--- src/logic/sbsti_consts.svh ---
`ifndef SBSTI_CONSTS_SVH
`define SBSTI_CONSTS_SVH
`define SBSTI_IR_W 3
`define SBSTI_IR_EXTEST 3'h0
`define SBSTI_IR_IDCODE 3'h1
`define SBSTI_IR_SAMPZ 3'h2
`define SBSTI_IR_SAMPLE 3'h4
`define SBSTI_IR_BYPASS 3'h7
`define SBSTI_IR_CAPTURE 3'h1
`define SBSTI_ID_W 32
`define SBSTI_BSR_W 109
`define SBSTI_OE_BIT 108
`define SBSTI_PIN_W 108
`define SBSTI_ID_VALUE 32'h0000_0a5b
`define SBSTI_TCK_MAX_MHZ 20
`endif

--- src/logic/sbsti_pkg.sv ---
`include "sbsti_consts.svh"
package sbsti_pkg;
  typedef enum logic [15:0] {
    SBSTI_TLR = 16'h0001, SBSTI_RTI = 16'h0002, SBSTI_SELDR = 16'h0004,
    SBSTI_CAPDR = 16'h0008, SBSTI_SHDR = 16'h0010, SBSTI_EX1DR = 16'h0020,
    SBSTI_PADR = 16'h0040, SBSTI_EX2DR = 16'h0080, SBSTI_UPDR = 16'h0100,
    SBSTI_SELIR = 16'h0200, SBSTI_CAPIR = 16'h0400, SBSTI_SHIR = 16'h0800,
    SBSTI_EX1IR = 16'h1000, SBSTI_PAIR = 16'h2000, SBSTI_EX2IR = 16'h4000,
    SBSTI_UPIR = 16'h8000
  } sbsti_state_e;
  typedef struct packed {
    logic tck;
    logic tms;
    logic tdi;
  } sbsti_jtag_s;
  typedef struct packed {
    logic tdo;
    logic tdo_oe;
  } sbsti_tdo_s;
endpackage : sbsti_pkg

--- src/logic/sbsti_sync.sv ---
`timescale 1ns/10ps
`default_nettype none
module sbsti_sync (
  // Clock and reset
  input wire logic clock,
  input wire logic reset,
  // Raw and synchronised pins
  input wire logic [3:0] raw,
  output logic [3:0] sync
);
  logic [3:0] stage;
  always_ff @(posedge clock) begin
    if (reset) begin
      stage <= 4'h0;
      sync <= 4'h0;
    end else begin
      stage <= raw;
      sync <= stage;
    end
  end
endmodule : sbsti_sync
`default_nettype wire

--- src/logic/sbsti_fsm.sv ---
`timescale 1ns/10ps
`default_nettype none
module sbsti_fsm
  import sbsti_pkg::*;
(
  // Clock and reset
  input wire logic clock,
  input wire logic reset,
  // Test clock rising edge and mode select
  input wire logic tck_rise,
  input wire logic tms,
  // State
  output sbsti_pkg::sbsti_state_e state
);
  import sbsti_pkg::*;
  sbsti_state_e next_state;
  always_comb begin
    case (state)
      SBSTI_TLR: next_state = tms ? SBSTI_TLR : SBSTI_RTI;
      SBSTI_RTI: next_state = tms ? SBSTI_SELDR : SBSTI_RTI;
      SBSTI_SELDR: next_state = tms ? SBSTI_SELIR : SBSTI_CAPDR;
      SBSTI_CAPDR: next_state = tms ? SBSTI_EX1DR : SBSTI_SHDR;
      SBSTI_SHDR: next_state = tms ? SBSTI_EX1DR : SBSTI_SHDR;
      SBSTI_EX1DR: next_state = tms ? SBSTI_UPDR : SBSTI_PADR;
      SBSTI_PADR: next_state = tms ? SBSTI_EX2DR : SBSTI_PADR;
      SBSTI_EX2DR: next_state = tms ? SBSTI_UPDR : SBSTI_SHDR;
      SBSTI_UPDR: next_state = tms ? SBSTI_SELDR : SBSTI_RTI;
      SBSTI_SELIR: next_state = tms ? SBSTI_TLR : SBSTI_CAPIR;
      SBSTI_CAPIR: next_state = tms ? SBSTI_EX1IR : SBSTI_SHIR;
      SBSTI_SHIR: next_state = tms ? SBSTI_EX1IR : SBSTI_SHIR;
      SBSTI_EX1IR: next_state = tms ? SBSTI_UPIR : SBSTI_PAIR;
      SBSTI_PAIR: next_state = tms ? SBSTI_EX2IR : SBSTI_PAIR;
      SBSTI_EX2IR: next_state = tms ? SBSTI_UPIR : SBSTI_SHIR;
      SBSTI_UPIR: next_state = tms ? SBSTI_SELDR : SBSTI_RTI;
      default: next_state = SBSTI_TLR;
    endcase
  end
  always_ff @(posedge clock) begin
    if (reset) begin
      state <= SBSTI_TLR;
    end else if (tck_rise) begin
      state <= next_state;
    end
  end
endmodule : sbsti_fsm
`default_nettype wire

--- src/logic/sbsti_top.sv ---
`timescale 1ns/10ps
`default_nettype none
`include "sbsti_consts.svh"
module sbsti_top
  import sbsti_pkg::*;
(
  // Clock and reset
  input wire logic CLOCK,
  input wire logic RESET,
  // Test port pins
  input wire sbsti_pkg::sbsti_jtag_s JTAG,
  output sbsti_pkg::sbsti_tdo_s TDO,
  // Parallel pin ring, memory side
  input wire logic [`SBSTI_PIN_W-1:0] PIN_IN,
  input wire logic [`SBSTI_PIN_W-1:0] CORE_OUT,
  input wire logic CORE_Q_OE,
  // Pins as driven
  output logic [`SBSTI_PIN_W-1:0] PIN_OUT,
  output logic Q_OE
);
  import sbsti_pkg::*;

  ////////////////////////////////////////////////////////////////////////////
  // Pin synchronisation and test clock edges
  logic [3:0] pins_sync;
  logic tck_q;
  logic tck;
  logic tms;
  logic tdi;
  wire tck_rise = tck & ~tck_q;
  wire tck_fall = ~tck & tck_q;
  assign tck = pins_sync[2];
  assign tms = pins_sync[1];
  assign tdi = pins_sync[0];

  sbsti_sync u_sync (
    .clock(CLOCK),
    .reset(RESET),
    .raw({1'b0, JTAG.tck, JTAG.tms, JTAG.tdi}),
    .sync(pins_sync)
  );

  always_ff @(posedge CLOCK) begin
    if (RESET) begin
      tck_q <= 1'b0;
    end else begin
      tck_q <= tck;
    end
  end

  ////////////////////////////////////////////////////////////////////////////
  // Controller state machine
  sbsti_state_e state;
  sbsti_fsm u_fsm (
    .clock(CLOCK),
    .reset(RESET),
    .tck_rise(tck_rise),
    .tms(tms),
    .state(state)
  );
  wire in_tlr = (state == SBSTI_TLR);
  wire in_capir = (state == SBSTI_CAPIR);
  wire in_shir = (state == SBSTI_SHIR);
  wire in_upir = (state == SBSTI_UPIR);
  wire in_capdr = (state == SBSTI_CAPDR);
  wire in_shdr = (state == SBSTI_SHDR);
  wire in_updr = (state == SBSTI_UPDR);

  ////////////////////////////////////////////////////////////////////////////
  // Instruction decode
  function automatic logic is_boundary(input logic [2:0] code);
    is_boundary = (code == `SBSTI_IR_EXTEST) || (code == `SBSTI_IR_SAMPZ) ||
                  (code == `SBSTI_IR_SAMPLE);
  endfunction : is_boundary

  wire [`SBSTI_IR_W-1:0] ir_shift;
  logic [`SBSTI_IR_W-1:0] ir;
  wire sel_id = (ir == `SBSTI_IR_IDCODE);
  wire sel_bsr = is_boundary(ir);
  wire sel_byp = ~sel_id & ~sel_bsr;
  wire mode_extest = (ir == `SBSTI_IR_EXTEST);
  wire mode_sampz = (ir == `SBSTI_IR_SAMPZ);

  ////////////////////////////////////////////////////////////////////////////
  // Instruction register strobes
  wire ir_cap;
  wire ir_sh;
  wire ir_upd;
  wire [`SBSTI_IR_W-1:0] ir_reset;
  wire [`SBSTI_IR_W-1:0] ir_capture;
  wire [`SBSTI_IR_W-1:0] ir_next_in;

  assign ir_cap = tck_rise & in_capir;
  assign ir_sh = tck_rise & in_shir;
  // Update waits for the fall inside Update-IR, after the rise has settled
  assign ir_upd = tck_fall & in_upir;
  assign ir_reset = `SBSTI_IR_IDCODE;
  assign ir_capture = `SBSTI_IR_CAPTURE;
  assign ir_next_in = {tdi, ir_shift[`SBSTI_IR_W-1:1]};

  ////////////////////////////////////////////////////////////////////////////
  // Instruction register
  // Each cell captures, shifts toward the data out end, or holds
  // three-bit shift and hold stages
  genvar gr;
  generate
    for (gr = 0; gr < `SBSTI_IR_W; gr++) begin : g_ir
      logic ir_cell;

      always_ff @(posedge CLOCK) begin
        if (RESET) begin
          ir_cell <= ir_reset[gr];
        end else if (ir_cap) begin
          ir_cell <= ir_capture[gr];
        end else if (ir_sh) begin
          ir_cell <= ir_next_in[gr];
        end
      end

      assign ir_shift[gr] = ir_cell;
    end
  endgenerate

  // The held instruction drives all decode; the shift stage feeds it and data out in Shift-IR
  // Test-Logic-Reset wins over any update for as long as it lasts
  always_ff @(posedge CLOCK) begin
    if (RESET) begin
      ir <= `SBSTI_IR_IDCODE;
    end else if (in_tlr) begin
      ir <= `SBSTI_IR_IDCODE;
    end else if (ir_upd) begin
      ir <= ir_shift;
    end
  end

  ////////////////////////////////////////////////////////////////////////////
  // Data register strobes
  // Each strobe is one system clock wide, once per test clock edge
  wire id_cap;
  wire id_sh;
  wire byp_cap;
  wire byp_sh;
  wire bsr_cap;
  wire bsr_sh;
  wire bsr_upd;

  assign id_cap = tck_rise & in_capdr & sel_id;
  assign id_sh = tck_rise & in_shdr & sel_id;
  assign byp_cap = tck_rise & in_capdr & sel_byp;
  assign byp_sh = tck_rise & in_shdr & sel_byp;
  assign bsr_cap = tck_rise & in_capdr & sel_bsr;
  assign bsr_sh = tck_rise & in_shdr & sel_bsr;
  assign bsr_upd = tck_fall & in_updr & sel_bsr;

  ////////////////////////////////////////////////////////////////////////////
  // Identification register
  wire [`SBSTI_ID_W-1:0] id_shift;
  wire [`SBSTI_ID_W-1:0] id_code;
  wire [`SBSTI_ID_W-1:0] id_next_in;

  // The code is an arbitrary neutral value that names no maker
  assign id_code = `SBSTI_ID_VALUE;
  assign id_next_in = {tdi, id_shift[`SBSTI_ID_W-1:1]};

  genvar gi;
  generate
    for (gi = 0; gi < `SBSTI_ID_W; gi++) begin : g_id
      logic id_cell;

      always_ff @(posedge CLOCK) begin
        if (RESET) begin
          id_cell <= id_code[gi];
        end else if (id_cap) begin
          id_cell <= id_code[gi];
        end else if (id_sh) begin
          id_cell <= id_next_in[gi];
        end
      end

      assign id_shift[gi] = id_cell;
    end
  endgenerate

  ////////////////////////////////////////////////////////////////////////////
  // Bypass register
  // One bit of delay per device on a shared chain
  logic byp;

  // Cleared at Capture-DR so every bypass pass leads with a zero
  always_ff @(posedge CLOCK) begin
    if (RESET) begin
      byp <= 1'b0;
    end else if (byp_cap) begin
      byp <= 1'b0;
    end else if (byp_sh) begin
      byp <= tdi;
    end
  end

  ////////////////////////////////////////////////////////////////////////////
  // Boundary register, one shift stage and one preload latch per cell
  wire [`SBSTI_BSR_W-1:0] bsr_shift;
  wire [`SBSTI_BSR_W-1:0] bsr_latch;
  wire [`SBSTI_BSR_W-1:0] ring;
  wire [`SBSTI_BSR_W-1:0] bsr_next_in;
  wire [`SBSTI_BSR_W-1:0] latch_preset;

  assign ring = {CORE_Q_OE, PIN_IN};
  assign bsr_next_in = {tdi, bsr_shift[`SBSTI_BSR_W-1:1]};
  // Only the enable cell powers up high and is preset in Test-Logic-Reset
  assign latch_preset = {1'b1, {`SBSTI_PIN_W{1'b0}}};

  // A capture is only as good as the ring is quiet around the test rise
  genvar gb;
  generate
    for (gb = 0; gb < `SBSTI_BSR_W; gb++) begin : g_cell
      logic shift_stage;
      logic preload;

      // Shift stage starts low; its value matters only after a capture
      always_ff @(posedge CLOCK) begin
        if (RESET) begin
          shift_stage <= 1'b0;
        end else if (bsr_cap) begin
          shift_stage <= ring[gb];
        end else if (bsr_sh) begin
          // shift in and out at once
          shift_stage <= bsr_next_in[gb];
        end
      end

      // Latch holds between updates so pins do not ripple while shifting
      always_ff @(posedge CLOCK) begin
        if (RESET) begin
          preload <= latch_preset[gb];
        end else if (in_tlr && latch_preset[gb]) begin
          preload <= 1'b1;
        end else if (bsr_upd) begin
          preload <= shift_stage;
        end
      end

      assign bsr_shift[gb] = shift_stage;
      assign bsr_latch[gb] = preload;
    end
  endgenerate

  ////////////////////////////////////////////////////////////////////////////
  // Test data out
  wire shifting;
  wire dr_bit;
  wire next_tdo;

  // Enable marks the cycles in which the pin carries register data
  assign shifting = in_shir | in_shdr;
  // Instruction path only in Shift-IR, else the selected data register
  assign dr_bit = sel_id ? id_shift[0] : (sel_bsr ? bsr_shift[0] : byp);
  assign next_tdo = in_shir ? ir_shift[0] : dr_bit;

  // Driven on the fall so the far side samples it settled at the next rise
  always_ff @(posedge CLOCK) begin
    if (RESET) begin
      TDO <= 2'h0;
    end else if (tck_fall) begin
      TDO <= {next_tdo, shifting};
    end
  end

  ////////////////////////////////////////////////////////////////////////////
  // System pins
  wire extest_oe;
  wire q_oe_override;
  wire next_q_oe;
  wire [`SBSTI_PIN_W-1:0] next_pin_out;

  assign extest_oe = bsr_latch[`SBSTI_OE_BIT];
  assign q_oe_override = mode_sampz | mode_extest;
  // bit 108 under extest, high drives, high-Z sample
  assign next_q_oe = q_oe_override ? (mode_extest & extest_oe) : CORE_Q_OE;

  // Outside external test the pins follow the core one clock late
  genvar gp;
  generate
    for (gp = 0; gp < `SBSTI_PIN_W; gp++) begin : g_pin
      assign next_pin_out[gp] = mode_extest ? bsr_latch[gp] : CORE_OUT[gp];
    end
  endgenerate

  // Registered so the pin ring never sees a decode glitch
  always_ff @(posedge CLOCK) begin
    if (RESET) begin
      PIN_OUT <= {`SBSTI_PIN_W{1'b0}};
    end else begin
      PIN_OUT <= next_pin_out;
    end
  end

  always_ff @(posedge CLOCK) begin
    if (RESET) begin
      Q_OE <= 1'b0;
    end else begin
      Q_OE <= next_q_oe;
    end
  end
endmodule : sbsti_top
`default_nettype wire

--- config.mk ---
export PLATFORM = sky130hd
export DESIGN_NAME = sbsti_top
export DESIGN_NICKNAME = d
export VERILOG_FILES = /design/src/logic/sbsti_pkg.sv /design/src/logic/sbsti_sync.sv /design/src/logic/sbsti_fsm.sv /design/src/logic/sbsti_top.sv
export VERILOG_INCLUDE_DIRS = /design/src /design/src/logic
export SDC_FILE = /design/constraint.sdc
export NUM_CORES = 1
export LEC_CHECK = 0
export BUFFER_PORTS_ARGS = -buffer_cell sky130_fd_sc_hd__buf_2
export CORE_MARGIN = 8
export CORE_UTILIZATION = 40
export DETAILED_ROUTE_END_ITERATION = 7
export REMOVE_ABC_BUFFERS = 1
export SKIP_CTS_REPAIR_TIMING = 1
export SLEW_MARGIN = 20
export SYNTH_ARGS = -nofsm -noshare
export SYNTH_HDL_FRONTEND = slang
export SYNTH_SLANG_ARGS = --single-unit
--- constraint.sdc ---
create_clock -name CLOCK -period 2.65 [get_ports CLOCK]
set_input_delay 0.1325 -clock CLOCK [delete_from_list [all_inputs] [get_ports CLOCK]]
set_output_delay 0.1325 -clock CLOCK [all_outputs]
set_load 0.01 [all_outputs]
## Yosys cells after proc, flatten, opt, wreduce, memory -nomap -nowiden

Cells that the tools add are included.

- Muxes and demuxes: 343
- Divide/modulo/power cells: 0
- Equal/unequal tests: 19
- Bitwise logic cells: 23
- Shift-type cells: 0
- Multipliers: 0
- $lt $le $gt $ge: 0
- Reduce and logical (&&, ||, !) cells: 11
- Add/subtract/negate cells: 0

Operators with widths:

| kind | number |
|---|---|
| $mux 1 | 330 |
| $pmux 16 s12 | 1 |
| $mux 16 | 2 |
| $mux 9 | 2 |
| $and 1x1->1 | 17 |
| $eq 16x1->1 const B | 1 |
| $eq 16x10->1 const B | 1 |
| $eq 16x11->1 const B | 1 |
| $eq 16x12->1 const B | 1 |
| $eq 16x13->1 const B | 1 |
| $eq 16x14->1 const B | 1 |
| $eq 16x15->1 const B | 1 |
| $eq 16x16->1 const B | 1 |
| $eq 16x2->1 const B | 1 |
| $eq 16x3->1 const B | 1 |
| $eq 16x4->1 const B | 1 |
| $eq 16x5->1 const B | 1 |
| $eq 16x6->1 const B | 1 |
| $eq 16x7->1 const B | 1 |
| $eq 16x8->1 const B | 1 |
| $eq 16x9->1 const B | 1 |
| $mux 15 | 1 |
| $mux 13 | 1 |
| $reduce_or 2->1 | 6 |
| 15 further kinds | 20 |

- Output and inout port bits: 111
- Input port bits: 222
- Bits in latches: 0
- Memories kept: 0
- Bits in registers: 391
- Memory bits (writable): 0
- Memory bits (read-only): 0
- Word-level logic and storage cells: 659

## Depth between registers and ports, before layout

- Word-level depth: 7
- Depth in mapped cells: 9
- Mapped depth without buffers: 5

## Hierarchy

Synthesis repeated with hierarchy kept, for this count alone.

- Cells, all modules: 1,812
- Area total of the unflattened synthesis: 15,308.4 µm²

By module, submodules not included:

| module | cells an instance | area each (µm²) | times used |
|---|---|---|---|
| sbsti_top | 1,656 | 14,010.9 | 1 |
| sbsti_fsm | 140 | 1,087.3 | 1 |
| sbsti_sync | 16 | 210.2 | 1 |

## Least setup slack after synthesis

Ideal clock, no wire load.

- Kind: register -> register
- Start: register u_fsm.state[5]
- End: register g_cell[46].shift_stage
- Period minus slack after synthesis: 2.131 ns
- Data required time: 2.518 ns
- Slack: 0.519 ns
- Cell stages (with the launch flop): 10
- Arrival time: 1.998 ns
- Cells stage by stage: dfxtp_1 > buf_2 > nor4_4 > a22oi_2 > or4_1 > buf_2 > buf_6 > buf_6 > nand2_1 > a21oi_1

- Cells in the longest elaborated chain, start to end: 4

RTL lines:

| element | line | text |
|---|---|---|
| from (decl) | sbsti_fsm.sv:13 | `output sbsti_pkg::sbsti_state_e state` |
| from (signal assigned) | sbsti_fsm.sv:42 | `state <= next_state;` |
| $eq 16x4->1 or $eq 16x5->1 (tied branches) | sbsti_top.sv:65, sbsti_top.sv:66 |  |
| $and 1x1->1 (on tied branches) (2 in series) | sbsti_top.sv:151, sbsti_top.sv:152 |  |
| $mux 1 or $reduce_bool 2->1 (tied branches) | n/a |  |
| to (signal assigned) | sbsti_top.sv:225 | `shift_stage <= ring[gb];` |
| to (signal assigned) | sbsti_top.sv:228 | `shift_stage <= bsr_next_in[gb];` |
| to (decl) | sbsti_top.sv:217 | `logic shift_stage;` |

Parallel ways exist; a longest one is shown, timed or not.
A chain may end at the register's enable or synchronous reset.

## Worst setup path in the final report

- Start: register u_fsm.state[0]
- End: register g_cell[72].shift_stage

- Cells in the longest elaborated chain, start to end: 4

RTL lines:

| element | line |
|---|---|
| $eq 16x4->1 or $eq 16x5->1 (tied branches) | sbsti_top.sv:65, sbsti_top.sv:66 |
| $and 1x1->1 (on tied branches) (2 in series) | sbsti_top.sv:151, sbsti_top.sv:152 |
| $mux 1 or $reduce_bool 2->1 (tied branches) | n/a |
| to (signal assigned) | sbsti_top.sv:225 |
| to (signal assigned) | sbsti_top.sv:228 |
| to (decl) | sbsti_top.sv:217 |

Parallel ways exist; a longest one is shown, timed or not.

==> results.py <==
metrics = {
    "sta": {
        "hold_ws_ns": -0.05745,
        "fin_ws_ns": 0.2605,
        "setup_violations": 0,
        "period_needed_ns": 2.390,
        "relSlewSlack_pct": 43.72,
        "worst_pin_slew_ns": 0.8441,
        "rsz0062_at_grt": "no",
        "drv_slew": 0,
        "max_freq_mhz": 418.5,
        "finalSetupTns_ns": 0,
        "finalHoldViolCount": 10,
        "skew_ns": 0.01589,
        "period_share_pct": 90.17,
    },
    "detailed_routing": {
        "wl_per_cell_um": 17.17,
        "drtIter0Drc": 904,
        "vias": 14318,
        "wirelength_mm": 47.43,
        "route.detailed.drc": 0,
        "first_pass_iters": 5,
        "final_antenna_net_count": 0,
        "via_per_inst": 5.182,
    },
    "yosys": {
        "seq_area_frac_synth_pct": 53.21,
        "synth_ff_type": "dfxtp_1",
        "synth-seq-cells": 391,
        "synth_top_cell_area_share_pct": 53.21,
        "syn_area_per_cell_um2": 8.160,
        "synthCells": 1803,
        "netlist_area_um2": 14710,
        "synth-async-reset-ratio_pct": 0,
        "ys_types": 49,
        "synth_area_leaders": "dfxtp_1 (53%), nand2_1 (16%), a21oi_1 (12%)",
        "yosysTopAreaCell": "dfxtp_1",
        "synth_warnings": 0,
        "synth_edf_count": 0,
    },
    "setup_path": {
        "crit_chain": "nor4_4 -> a22oi_2 -> or4_4 -> buf_4 -> nand2_1 -> a21oi_1",
        "cp_slowest_stage_delay_ns": 0.59,
        "required_ns": 3.03,
        "start_kind": "flop",
        "r2r-start": "u_fsm.state[0]$_SDFFE_PP1P_",
        "slowest_stage": "or4_4",
        "critPathMaxFanout": 41,
        "worst_ep_arrival_time_ns": 2.77,
        "critPathCaptureType": "flop",
        "critical_path_class": "reg2reg",
        "crit_start": "u_fsm.state[0]$_SDFFE_PP1P_",
    },
    "final_layout": {
        "n_fill_cell": 3321,
        "layout.nets": 2485,
        "fin_cells": 2763,
        "layout-area-overhead-vs-synth_pct": 37.34,
        "mostFrequentLayoutCell": "nand2_1",
        "drive_gt1_share_pct": 19.75,
        "mostFrequentLayoutCells": "nand2_1 (624), dfxtp_1 (391), a21oi_1 (363), buf_2 (331), dlygate4sd3_1 (210)",
    },
    "placed_design": {
        "io_buffers": 332,
        "pre_cts_ws_ns": 0.1314,
        "place.gp.congestion": 0.8180,
        "dp_hpwl_mm": 29.00,
        "place_inst": 2475,
    },
    "global_route": {
        "grt.overflow.total": 0,
        "grt_pass1_vias": 12938,
        "globalRouteTotalUtil_pct": 19.64,
        "grt_pass1_wl_mm": 71.07,
        "antenna_found_initial": 1,
        "grt_max_degree": 129,
    },
    "die": {
        "dieWidth_um": 207.8,
        "ios": 333,
        "dieArea_um2": 43170,
        "core_area_um2": 36430,
        "start_util_pct": 40.38,
        "rows": 70,
        "dieHeight_um": 207.8,
    },
    "clock_tree": {
        "clock_latency_ns": 0.54,
        "cts_max_path_buffers": 3,
        "cts-buffers-inserted": 42,
        "htree_levels": 2,
        "cts.sinks": 391,
        "root_buffer": "clkbuf_16",
        "clkTransAtPathRegs_ns": 0.06,
        "cts_tree": "done",
    },
    "pwr": {
        "p_per_area_nw_per_um2": 625.7,
        "ir_worst_vdd_uv": 362.3,
        "p_total_mw": 12.64,
        "leakage_nw": 7.830,
    },
    "run_status": {
        "outcome": "finished with violations",
        "violations": "negative hold slack",
    },
    "job": {
        "maxCapViolCount": 0,
    },
    "worst_hold_path": {
        "hold_start": "PIN_IN[69]",
        "hold_class": "in2reg",
    },
}
[layout make-up]
class                           instances  area, um2  area share, %
Antenna cell                            1      2.502        0.01239
Clock buffer                           62       1220          6.038
Clock inverter                         13      140.1         0.6936
Multi-Input combinational cell       1249       6252          30.94
Sequential cell                       391       7828          38.74
Tap cell                              468      585.6          2.898
Timing Repair Buffer                  579       4177          20.67
[layer usage]
metal | vias to the layer above | share of wire [%] | global-route usage, %
li1 | 7107 | - | -
met1 | 6707 | 44 | 26.23
met2 | 427 | 48 | 31.03
met3 | 77 | 5.7 | 4.710
met4 | 0 | 2.2 | 6.094
met5 | - | 0 | 0
[final timing paths]
path / end / slack, ns / depth (start not counted)
hold reg to reg: u_sync.sync[1]$_SDFF_PP0_ / 0.43 / 1
setup reg to reg: g_cell[72].shift_stage$_SDFFE_PP0P_ / 0.26 / 6
hold / removal: g_cell[69].shift_stage$_SDFFE_PP0P_ / -0.06 / 3
setup / recovery: g_cell[72].shift_stage$_SDFFE_PP0P_ / 0.26 / 6
[state kept, by name, indices dropped and copies added (netlist names)]
signal,cells
ir,3
PIN_OUT,108
Q_OE,1
u_sync.stage,3
g_id.id_cell,32
tck_q,1
g_cell.preload,108
g_cell.shift_stage,109
u_sync.sync,3
u_fsm.state,16
g_ir.ir_cell,3
byp,1
TDO,2
extest_oe,1
[kinds of logic (layout without fill, tap and decap cells)]
kind of cell | count (synthesis) | count (layout) | synth area share [%]
AND/OR/NAND/NOR | 735 | 735 | 20.86
AO/OA/AOI/OAI | 502 | 502 | 20.35
flip-flops | 391 | 391 | 53.21
buffers and inverters | 163 | 654 | 4.814
XOR/XNOR | 6 | 6 | 0.3572
multiplexers | 5 | 5 | 0.3402
adder cells (fa/ha/maj) | 1 | 1 | 0.06804
other | 0 | 1 | 0
[worst max-delay path, delay by kind of cell (launching register included)]
| kind | cells | cell delay [ns] |
|---|---|---|
| buffers and inverters | 1 | 0.29 |
| flip-flops | 1 | 0.41 |
| AO/OA/AOI/OAI | 2 | 0.28 |
| AND/OR/NAND/NOR | 3 | 1.22 |
[synth_stat cells, types with 4 or more instances]
library cell and number:
nand2_1 624, dfxtp_1 391, a21oi_1 363, clkbuf_1 111
o221ai_1 110, buf_2 41, nor2_1 20, nand3_1 15
nor3_1 15, nor2b_1 12, nand4_1 9, nor4_1 6
o21ai_0 6, or4_1 6, mux2i_1 5, xnor2_1 5
a22oi_1 4, buf_4 4, buf_6 4, nor4b_1 4
or4b_2 4
[report_power, final]
group | leakage [nW] | total, mW | internal, mW | switching, mW
clock | 0.674 | 5.82 | 3.48 | 2.35
sequential | 3.18 | 6.01 | 5.97 | 0.0316
combinational | 3.97 | 0.814 | 0.443 | 0.370
[through the flow]
step	util, %	cell area, um2
CTS	49.59	18070
finish	55.45	20200
global route	55.45	20200
detailed placement	45.86	16710
floorplan	-	14000
global placement	45.86	16710
No activity file was read; power rests on OpenSTA's default activity.
